### src/common/boot_loader_pkg.sv
// constants, register map and boot tables of the start-up loader
package boot_loader_pkg;
    // ==========================================
    // register map (byte addresses)
    localparam logic [7:0] REG_PLL_CFG = 8'h00;
    localparam logic [7:0] REG_STATUS = 8'h04;
    localparam logic [7:0] REG_SECURITY = 8'h08;
    localparam logic [7:0] REG_CRC = 8'h0c;
    // pll configuration fields
    localparam int PLL_F_LSB = 0;
    localparam int PLL_R_LSB = 12;
    localparam int PLL_OD_LSB = 20;
    localparam int PLL_F_W = 12;
    localparam int PLL_R_W = 6;
    localparam int PLL_OD_W = 3;
    // boot settings: fixed output and reference dividers, feedback multiplier per strap pattern
    localparam logic [2:0] BOOT_OD = 3'h1;
    localparam logic [5:0] BOOT_R = 6'h00;
    localparam logic [11:0] BOOT_F_X40 = 12'h09f;
    localparam logic [11:0] BOOT_F_X16 = 12'h03f;
    localparam logic [11:0] BOOT_F_X8 = 12'h01f;
    localparam logic [11:0] BOOT_F_X4 = 12'h00f;
    localparam logic [1:0] STRAP_X40 = 2'h0;
    localparam logic [1:0] STRAP_X16 = 2'h3;
    localparam logic [1:0] STRAP_X8 = 2'h2;
    // security register bits
    localparam int SEC_JTAG_OFF = 0;
    localparam int SEC_LINK_OFF = 1;
    localparam int SEC_OTP_BOOT = 5;
    localparam int SEC_LOCK_LSB = 8;
    localparam int SEC_MASTER_LOCK = 12;
    localparam int SEC_JTAG_OTP_OFF = 13;
    localparam int SEC_DEBUG_OFF = 14;
    localparam logic [31:0] SEC_RESET = 32'h0000_0000;
    // status register fields
    localparam int STAT_DONE = 0;
    localparam int STAT_CRC_ERR = 1;
    localparam int STAT_OTP_BOOT = 2;
    localparam int STAT_STRAP_LSB = 4;
    // boot image
    localparam logic [31:0] CRC_POLY = 32'hedb8_8320;
    localparam logic [31:0] CRC_PRESET = 32'hffff_ffff;
    localparam logic [31:0] CRC_SKIP = 32'h0d15_ab1e;
    localparam logic [1:0] LAST_BYTE = 2'h3;
    // internal reset delay before boot
    localparam int CLK_PERIOD_NS = 10;
    localparam int BOOT_DELAY_NS = 15000;
    localparam int BOOT_DELAY_CYC = (BOOT_DELAY_NS + CLK_PERIOD_NS - 1) / CLK_PERIOD_NS;

    function automatic logic [11:0] boot_mult(input logic [1:0] strap);
        case (strap)
            STRAP_X40: boot_mult = BOOT_F_X40;
            STRAP_X16: boot_mult = BOOT_F_X16;
            STRAP_X8: boot_mult = BOOT_F_X8;
            default: boot_mult = BOOT_F_X4;
        endcase
    endfunction : boot_mult
endpackage : boot_loader_pkg

### src/logic/pll_boot_security_loader.sv
// tile start-up: pll straps, boot image loader, security register
//
// Local design decisions: the AHB-Lite interface to the registers and the register offsets.
`timescale 1ns/1ps
module pll_boot_security_loader
    import boot_loader_pkg::*;
#(
    parameter int RAM_AW = 16,
    parameter int OTP_AW = 11,
    parameter int OTP_WORDS = 2048
) (
    input wire logic sys_clk,
    input wire logic reset,
    input wire logic hsel,
    input wire logic [31:0] haddr,
    input wire logic [1:0] htrans,
    input wire logic hwrite,
    input wire logic [2:0] hsize,
    input wire logic [31:0] hwdata,
    input wire logic hready,
    output logic hreadyout,
    output logic [31:0] hrdata,
    output logic hresp,
    input wire logic reset_pin_n,
    input wire logic [1:0] mode_strap,
    output logic gpio_pulldown_en,
    input wire logic flash_valid,
    input wire logic [7:0] flash_data,
    output logic flash_ready,
    output logic otp_rd_en,
    output logic otp_rd_sec,
    output logic [OTP_AW-1:0] otp_rd_addr,
    input wire logic otp_rd_valid,
    input wire logic [31:0] otp_rd_data,
    output logic ram_we,
    output logic [RAM_AW-1:0] ram_addr,
    output logic [31:0] ram_wdata,
    output logic run_start,
    output logic [RAM_AW-1:0] run_addr,
    output logic [2:0] output_divider,
    output logic [11:0] pll_feedback_mult,
    output logic [5:0] pll_ref_divider,
    output logic jtag_disable,
    output logic link_access_block,
    output logic [3:0] otp_sector_prog_block,
    output logic otp_sec_prog_block,
    output logic jtag_otp_block,
    output logic debug_pin_disable,
    output logic boot_error
);
    // ==========================================
    // boot sequencer
    typedef enum logic [10:0] {
        ST_HOLD = 11'h001,
        ST_SEC_REQ = 11'h002,
        ST_SEC_WAIT = 11'h004,
        ST_DELAY = 11'h008,
        ST_OTP_REQ = 11'h010,
        ST_OTP_WAIT = 11'h020,
        ST_LEN = 11'h040,
        ST_PROG = 11'h080,
        ST_CHECK = 11'h100,
        ST_RUN = 11'h200,
        ST_ERROR = 11'h400
    } boot_state_t;

    localparam logic [15:0] DELAY_LAST = 16'(BOOT_DELAY_CYC - 1);
    localparam logic [RAM_AW-1:0] RAM_BASE = '0;
    localparam logic [OTP_AW-1:0] OTP_LAST = OTP_AW'(OTP_WORDS - 1);

    boot_state_t st_reg;
    boot_state_t st_next;
    logic [15:0] dly_cnt_reg;
    logic [31:0] sec_reg;
    logic [31:0] crc_reg;
    logic [31:0] check_reg;
    logic [31:0] word_sh_reg;
    logic [31:0] rem_reg;
    logic [1:0] b_cnt_reg;
    logic [RAM_AW-1:0] word_idx_reg;
    logic [OTP_AW-1:0] otp_idx_reg;
    logic crc_err_reg;
    logic fl_take;
    logic word_done;
    logic [31:0] assembled;
    logic wr_pend_reg;
    logic [7:0] wr_addr_reg;
    logic pll_wr;
    logic addr_ok;
    logic [31:0] rd_mux;

    function automatic logic [31:0] crc_step(input logic [31:0] c, input logic [7:0] d);
        logic [31:0] r;
        r = c ^ {24'h00_0000, d};
        for (int i = 0; i < 8; i++) begin
            r = r[0] ? ((r >> 1) ^ CRC_POLY) : (r >> 1);
        end
        return r;
    endfunction : crc_step

    assign flash_ready = (st_reg == ST_LEN) || (st_reg == ST_PROG) || (st_reg == ST_CHECK);
    assign fl_take = flash_valid && flash_ready;
    assign word_done = fl_take && (b_cnt_reg == LAST_BYTE);
    // first byte lands in the low lane
    assign assembled = {flash_data, word_sh_reg[31:8]};
    assign gpio_pulldown_en = (st_reg == ST_HOLD);
    assign otp_rd_en = (st_reg == ST_SEC_REQ) || (st_reg == ST_OTP_REQ);
    assign otp_rd_sec = (st_reg == ST_SEC_REQ);
    assign otp_rd_addr = otp_idx_reg;
    assign run_addr = RAM_BASE;
    assign boot_error = crc_err_reg;

    always_comb begin
        st_next = st_reg;
        case (st_reg)
            ST_HOLD: st_next = ST_SEC_REQ;
            ST_SEC_REQ: st_next = ST_SEC_WAIT;
            ST_SEC_WAIT: if (otp_rd_valid) begin
                st_next = ST_DELAY;
            end
            ST_DELAY: if (dly_cnt_reg == DELAY_LAST) begin
                st_next = sec_reg[SEC_OTP_BOOT] ? ST_OTP_REQ : ST_LEN;
            end
            ST_OTP_REQ: st_next = ST_OTP_WAIT;
            ST_OTP_WAIT: if (otp_rd_valid) begin
                st_next = (otp_idx_reg == OTP_LAST) ? ST_RUN : ST_OTP_REQ;
            end
            ST_LEN: if (word_done) begin
                st_next = (assembled == 32'h0) ? ST_CHECK : ST_PROG;
            end
            ST_PROG: if (word_done && rem_reg == 32'h1) begin
                st_next = ST_CHECK;
            end
            ST_CHECK: if (word_done) begin
                if (assembled == CRC_SKIP || assembled == ~crc_reg) begin
                    st_next = ST_RUN;
                end else begin
                    st_next = ST_ERROR;
                end
            end
            ST_RUN: st_next = ST_RUN;
            ST_ERROR: st_next = ST_ERROR;
            default: st_next = ST_HOLD;
        endcase
    end

    always_ff @(posedge sys_clk) begin
        if (reset || !reset_pin_n) begin
            st_reg <= ST_HOLD;
        end else begin
            st_reg <= st_next;
        end
    end

    always_ff @(posedge sys_clk) begin
        if (st_reg != ST_DELAY) begin
            dly_cnt_reg <= 16'h0;
        end else begin
            dly_cnt_reg <= dly_cnt_reg + 16'h1;
        end
    end

    // ==========================================
    // security register
    always_ff @(posedge sys_clk) begin
        if (reset) begin
            sec_reg <= SEC_RESET;
        end else if (st_reg == ST_SEC_WAIT && otp_rd_valid) begin
            sec_reg <= otp_rd_data;
        end
    end

    assign jtag_disable = sec_reg[SEC_JTAG_OFF];
    assign link_access_block = sec_reg[SEC_LINK_OFF];
    assign otp_sector_prog_block = sec_reg[SEC_LOCK_LSB +: 4] | {4{sec_reg[SEC_MASTER_LOCK]}};
    assign otp_sec_prog_block = sec_reg[SEC_MASTER_LOCK];
    assign jtag_otp_block = sec_reg[SEC_JTAG_OTP_OFF];
    assign debug_pin_disable = sec_reg[SEC_DEBUG_OFF];

    // ==========================================
    // image parser and ram writer
    always_ff @(posedge sys_clk) begin
        if (st_reg == ST_HOLD) begin
            b_cnt_reg <= 2'h0;
            word_sh_reg <= 32'h0;
        end else if (fl_take) begin
            b_cnt_reg <= b_cnt_reg + 2'h1;
            word_sh_reg <= assembled;
        end
    end

    always_ff @(posedge sys_clk) begin
        if (st_reg == ST_HOLD) begin
            crc_reg <= CRC_PRESET;
        end else if (fl_take && st_reg != ST_CHECK) begin
            crc_reg <= crc_step(crc_reg, flash_data);
        end
    end

    always_ff @(posedge sys_clk) begin
        if (st_reg == ST_HOLD) begin
            rem_reg <= 32'h0;
            check_reg <= 32'h0;
        end else if (word_done && st_reg == ST_LEN) begin
            rem_reg <= assembled;
        end else if (word_done && st_reg == ST_PROG) begin
            rem_reg <= rem_reg - 32'h1;
        end else if (word_done && st_reg == ST_CHECK) begin
            check_reg <= assembled;
        end
    end

    always_ff @(posedge sys_clk) begin
        if (st_reg == ST_HOLD) begin
            word_idx_reg <= RAM_BASE;
            otp_idx_reg <= '0;
        end else if (word_done && st_reg == ST_PROG) begin
            word_idx_reg <= word_idx_reg + RAM_AW'(1);
        end else if (st_reg == ST_OTP_WAIT && otp_rd_valid) begin
            word_idx_reg <= word_idx_reg + RAM_AW'(1);
            otp_idx_reg <= otp_idx_reg + OTP_AW'(1);
        end
    end

    always_ff @(posedge sys_clk) begin
        if (reset) begin
            ram_we <= 1'b0;
            ram_addr <= RAM_BASE;
            ram_wdata <= 32'h0;
        end else begin
            ram_we <= (word_done && st_reg == ST_PROG) || (st_reg == ST_OTP_WAIT && otp_rd_valid);
            ram_addr <= word_idx_reg;
            ram_wdata <= (st_reg == ST_PROG) ? assembled : otp_rd_data;
        end
    end

    always_ff @(posedge sys_clk) begin
        if (reset || !reset_pin_n) begin
            run_start <= 1'b0;
            crc_err_reg <= 1'b0;
        end else begin
            run_start <= (st_next == ST_RUN) && (st_reg != ST_RUN);
            if (st_next == ST_ERROR) begin
                crc_err_reg <= 1'b1;
            end
        end
    end

    // ==========================================
    // pll settings
    always_ff @(posedge sys_clk) begin
        if (reset) begin
            output_divider <= BOOT_OD;
            pll_ref_divider <= BOOT_R;
            pll_feedback_mult <= BOOT_F_X40;
        end else if (st_reg == ST_HOLD) begin
            output_divider <= BOOT_OD;
            pll_ref_divider <= BOOT_R;
            pll_feedback_mult <= boot_mult(mode_strap);
        end else if (pll_wr) begin
            output_divider <= hwdata[PLL_OD_LSB +: PLL_OD_W];
            pll_ref_divider <= hwdata[PLL_R_LSB +: PLL_R_W];
            pll_feedback_mult <= hwdata[PLL_F_LSB +: PLL_F_W];
        end
    end

    // ==========================================
    // ahb-lite slave, zero wait states
    assign hreadyout = 1'b1;
    assign hresp = 1'b0;
    assign addr_ok = hsel && htrans[1] && hready;
    assign pll_wr = wr_pend_reg && (wr_addr_reg == REG_PLL_CFG);

    always_comb begin
        rd_mux = 32'h0;
        case (haddr[7:0])
            REG_PLL_CFG: begin
                rd_mux[PLL_OD_LSB +: PLL_OD_W] = output_divider;
                rd_mux[PLL_R_LSB +: PLL_R_W] = pll_ref_divider;
                rd_mux[PLL_F_LSB +: PLL_F_W] = pll_feedback_mult;
            end
            REG_STATUS: begin
                rd_mux[STAT_DONE] = (st_reg == ST_RUN);
                rd_mux[STAT_CRC_ERR] = crc_err_reg;
                rd_mux[STAT_OTP_BOOT] = sec_reg[SEC_OTP_BOOT];
                rd_mux[STAT_STRAP_LSB +: 2] = mode_strap;
            end
            REG_SECURITY: rd_mux = sec_reg;
            REG_CRC: rd_mux = ~crc_reg;
            default: rd_mux = 32'h0;
        endcase
    end

    always_ff @(posedge sys_clk) begin
        if (reset) begin
            wr_pend_reg <= 1'b0;
            wr_addr_reg <= 8'h00;
            hrdata <= 32'h0;
        end else begin
            wr_pend_reg <= addr_ok && hwrite;
            wr_addr_reg <= haddr[7:0];
            if (addr_ok && !hwrite) begin
                hrdata <= rd_mux;
            end
        end
    end
endmodule : pll_boot_security_loader

### config.mk
export PLATFORM = sky130hd
export DESIGN_NAME = pll_boot_security_loader
export DESIGN_NICKNAME = d
export VERILOG_FILES = /design/src/common/boot_loader_pkg.sv /design/src/logic/pll_boot_security_loader.sv
export SDC_FILE = /design/constraint.sdc
export NUM_CORES = 1
export LEC_CHECK = 0
export ABC_AREA = 1
export BUFFER_PORTS_ARGS = -buffer_cell sky130_fd_sc_hd__buf_2
export CAP_MARGIN = 20
export CORE_MARGIN = 3
export CORE_UTILIZATION = 58
export DETAILED_ROUTE_END_ITERATION = 7
export PLACE_DENSITY = 0.83
export SYNTH_ARGS = -nofsm -noshare
export SYNTH_HDL_FRONTEND = slang
export SYNTH_SLANG_ARGS = --single-unit
### constraint.sdc
create_clock -name sys_clk -period 4.8 [get_ports sys_clk]
set_input_delay 0.96 -clock sys_clk [delete_from_list [all_inputs] [get_ports sys_clk]]
set_output_delay 0.96 -clock sys_clk [all_outputs]
set_load 0.005 [all_outputs]
* Word-level counts from Yosys, hierarchy flattened
Index checks and enable logic that the tools add are counted.
** Word-level totals
- Flip-flop bits (word level) :: 297
- Bits of input ports :: 119
- Word-level logic and storage cells :: 129
** Cells by class
- Add/sub/neg operators :: 5
- Eq/ne operators :: 27
- Multiplexer cells :: 34
- Bitwise gates (word level) :: 12
- Reductions and logical operators :: 31
** Operator list (count)
- $mux 32 :: 11
- $pmux 11 s11 :: 1
- $not 13->14 :: 8
- $mux 11 :: 7
- $pmux 12 s3 :: 1
- $eq 11x11->1 const B :: 3
- $add 16x1->16 const B :: 2
- $eq 32x1->1 const B :: 1
- $eq 32x28->1 const B :: 1
- $eq 32x32->1 :: 1
- $logic_not 32->1 :: 1
- $mux 16 :: 2
- $not 32->32 :: 1
- $sub 32x1->32 const B :: 1
- $xor 32x8->32 :: 1
- $mux 12 :: 2
- $pmux 8 s3 :: 1
- $eq 11x10->1 const B :: 2
- $pmux 9 s2 :: 1
- $eq 16x11->1 const B :: 1
- $eq 8x4->1 const B :: 2
- $logic_not 8->1 :: 2
- $logic_and 1x1->1 :: 14
- $pmux 3 s4 :: 1
- 31 further kinds :: 41

* Logic depth before layout (Yosys ltp)
- Word-level depth :: 17
- Mapped depth :: 15
- Depth with buffers taken out :: 14

* Worst setup path before layout
OpenSTA, ideal clock, no wires.
- Path kind :: input to register
- From :: input port flash_data[0]
- To :: register crc_reg[20]
- Library setup time :: 138 ps
- Data arrival time :: 2295 ps
- Path slack :: 2367 ps
- Stages on the path :: 8
- Path buffers :: 1
- Cells stage by stage :: buf_2 xnor2_4 xor2_1 xor2_1 inv_1 or2_0 nand3_1 o211ai_1
** On the way
- Word-level cells in the longest chain between the ends :: 14
** RTL lines
- start: declaration :: RTL line pll_boot_security_loader.sv:28 : input wire logic [7:0] flash_data,
- $xor 32x8->32 * :: RTL line pll_boot_security_loader.sv:94 : r = c ^ {24'h00_0000, d};
- $mux 32 * :: RTL line pll_boot_security_loader.sv:96 : r = r[0] ? ((r >> 1) ^ CRC_POLY) : (r >> 1);
- $not 13->14 (no source line)
- $mux 32 * (2 in series) :: RTL line pll_boot_security_loader.sv:96
- $not 13->14 (no source line)
- $mux 32 * :: RTL line pll_boot_security_loader.sv:96
- $not 13->14 (no source line)
- $mux 32 * (2 in series) :: RTL line pll_boot_security_loader.sv:96
- $not 13->14 (no source line)
- $mux 32 * :: RTL line pll_boot_security_loader.sv:96
- $not 13->14 (no source line)
- $mux 32 * :: RTL line pll_boot_security_loader.sv:96
- end signal: assignment :: RTL line pll_boot_security_loader.sv:196 : crc_reg <= crc_step(crc_reg, flash_data);
- end: declaration :: RTL line pll_boot_security_loader.sv:75 : logic [31:0] crc_reg;
Mark *: on every way between the ends. The rest lies on a longest branch, timed or not.
A chain may end at the register's enable or synchronous reset.

* Worst setup path after layout
- From :: register st_reg[9]
- To :: output port gpio_pulldown_en
** On the way
- Word-level cells in the longest chain between the ends :: 1
** RTL lines
- start: declaration :: RTL line pll_boot_security_loader.sv:71 : boot_state_t st_reg;
- start signal: assignment :: RTL line pll_boot_security_loader.sv:151 : st_reg <= st_next;
- $eq 11x1->1 :: RTL line pll_boot_security_loader.sv:106 : assign gpio_pulldown_en = (st_reg == ST_HOLD);
- end: declaration :: RTL line pll_boot_security_loader.sv:26 : output logic gpio_pulldown_en,
Every way passes these cells.

==> reports/metrics.yaml <==
status: "finished clean"
syn_avg_cell_area_um2: 7.09
p_leak_nw: 7.63
rsz0062_at_grt: "no"
yosysSeqAreaShare: 0.410
hold_class: "reg2reg"
antenna_found_initial: 4
drt_first_iter_violations: 1371
synth_edf_count: 0
period_minus_slack_ps: 3210
startpoint_type: "register"
end_kind: "output pin"
post-route-period-util: 0.668
wl_per_cell_um: 17.0
io_buffers: 207
vias: 13900
grt_max_degree: 73
syn_area_mm2: 0.0141
cts_tree: "done"
worstSetupPathType: "reg2out"
ant_nets: 0
grt_util_all_layers: 0.312
max_slew.worst_pin.slew_ps: 1020
ys_ff_latch: 289
gp_congestion: 0.981
slew_headroom: 0.321
whs_ps: 455
synth_cell_type_count: 50
layout.nets: 2280
dp_hpwl_um: 30900
rows: 56
comb_power_share: 0.073
drv_slew: 0
die_area_mm2: 0.0262
vias_per_cell: 5.56
start_util: 0.595
cts_root_buf: "clkbuf_16"
post_cts_buffers: 0
synthCells: 1988
syn2layout_area_growth_pct: 15.3
clkTransAtPathRegs_ps: 70
dpl-instance-area_mm2: 0.0152
fmax_mhz: 312
htreeDepth: 1
p_sw_mw: 1.24
p_int_mw: 4.01
p_sw_frac: 0.236
coreArea_mm2: 0.0237
first_global_vias: 12800
cts_sinks: 289
cts_hold_buffers: 0
cts_buffer_depth: 3
hold_viol_final: 0
totalWireLength_um: 42500
grt_first_pass_wirelength_um: 66200
ir_drop_mv: 0.290
ys.flop_type: "dfxtp_1"
setup_viol: 0
worst_skew_pair.late_latency_ps: 560
yosys_warnings: 0
power_density_mw_per_mm2: 323
clock_power_share: 0.463
arrival_ps: 2250
async_flop_share: 0
drv_cap: 0
cp_max_fo: 12
fin_tns_setup_ps: 0
drive_above_1_share: 0.144
drc: 0
finalClockSkew_ps: 11.9
cts_resized: 0
cts_buffers: 29
die_w_um: 162
cp.required_ps: 3840
p_total_mw: 5.25
firstDrtPassIters: 6
fin_area_mm2: 0.0163
die_h_um: 162
grt_overflow: 0
p_seq_frac: 0.464
io_pins: 265
[logic make-up (layout without fill, tap and decap cells)]
logic type / count (synthesis) / after routing / share of synthesized area
adder cells (fa/ha/maj): 6 / 6 / 0.00532
AO/OA/AOI/OAI: 456 / 456 / 0.175
XOR/XNOR: 106 / 106 / 0.0754
other: 2 / 20 / 0.000533
AND/OR/NAND/NOR: 773 / 773 / 0.231
flip-flops: 289 / 289 / 0.410
buffers and inverters: 356 / 530 / 0.102
[layer usage]
| layer | up-vias | GRT usage | wire length [um] |
|---|---|---|---|
| li1 | 6727 | - | - |
| met1 | 6409 | 0.412 | 17500 |
| met2 | 639 | 0.511 | 19400 |
| met3 | 109 | 0.0691 | 4180 |
| met4 | 6 | 0.0981 | 1420 |
| met5 | - | 0 | 34 |
[Yosys cell counts (3+ instances only)]
master | number | area share
dfxtp_1 | 289 | 0.41
nor4_1 | 11 | 0.0049
nand2_4 | 4 | 0.0032
xnor2_1 | 24 | 0.015
nor3_1 | 25 | 0.0089
o211ai_1 | 18 | 0.0096
xnor2_2 | 3 | 0.0035
o21a_1 | 5 | 0.0027
buf_4 | 20 | 0.011
o22ai_1 | 24 | 0.011
nand4_1 | 28 | 0.012
a21oi_1 | 195 | 0.069
nand3_1 | 59 | 0.021
inv_2 | 9 | 0.0024
nor3b_1 | 3 | 0.0016
nand3b_1 | 3 | 0.0016
nand2_2 | 4 | 0.0018
o21ai_0 | 182 | 0.065
a31oi_1 | 5 | 0.0022
xnor2_4 | 5 | 0.0098
xor2_1 | 73 | 0.045
nor2_1 | 221 | 0.059
clkbuf_1 | 66 | 0.018
buf_2 | 11 | 0.0039
ha_1 | 6 | 0.0053
inv_1 | 247 | 0.066
o221ai_1 | 15 | 0.0093
nand2_1 | 397 | 0.11
nor2_2 | 5 | 0.0022
[layout make-up]
class | count | area [um^2]
Tap cell | 319 | 399
Inverter | 256 | 961
Sequential cell | 289 | 5790
Antenna cell | 2 | 5.00
Timing Repair Buffer | 220 | 1130
Fill cell | 2069 | 7420
Clock inverter | 17 | 225
Clock buffer | 37 | 806
Multi-Input combinational cell | 1359 | 6950
[cells in the final DEF, fill, tap and decap left out, types with 28 or more instances in the layout]
cell,count
nand2_1,397
inv_1,246
dfxtp_1,289
nor2_1,219
nand3_1,58
xor2_1,73
buf_2,207
o21ai_0,182
nand4_1,28
clkbuf_16,29
a21oi_1,195
[power by group through the flow]
stage / Clock [mW] / Combinational (mW) / Sequential (mW)
6_report: 2.43 / 0.383 / 2.44
5_1_grt: 2.55 / 0.416 / 2.44
3_3_place_gp: 0 / 0.367 / 2.49
2_1_floorplan: 0 / 0.238 / 2.49
4_1_cts: 2.46 / 0.376 / 2.44
3_5_place_dp: 0 / 0.372 / 2.49
[through the flow]
stage / std cells / util / setup WS (ps)
after detailed placement: 2443 / 0.643 / 1830
after global placement: 2443 / 0.643 / 1850
after global routing: 2498 / 0.687 / 1480
final: 2499 / 0.687 / 1590
after CTS: 2497 / 0.686 / 1640
after floorplan: 2004 / - / 2370
[final timing paths]
kind                       startpoint                       end  slack (ps)  depth (start not counted)
min          sec_reg[19]$_SDFFE_PP0P_  sec_reg[19]$_SDFFE_PP0P_         460                          2
min reg2reg  sec_reg[19]$_SDFFE_PP0P_  sec_reg[19]$_SDFFE_PP0P_         460                          2
max reg2reg      st_reg[7]$_SDFF_PP0_  rem_reg[15]$_SDFFE_PP0P_        2030                         14
max              st_reg[9]$_SDFF_PP0_          gpio_pulldown_en        1590                          6
[worst max-delay path: stages, from the launching register on]
cell,delay (ps)
dfxtp_1,340
nor2_2,180
nand2_2,110
nor2_1,320
inv_1,130
nor2_4,390
buf_2,200
Power figures use the tool's default switching activity.
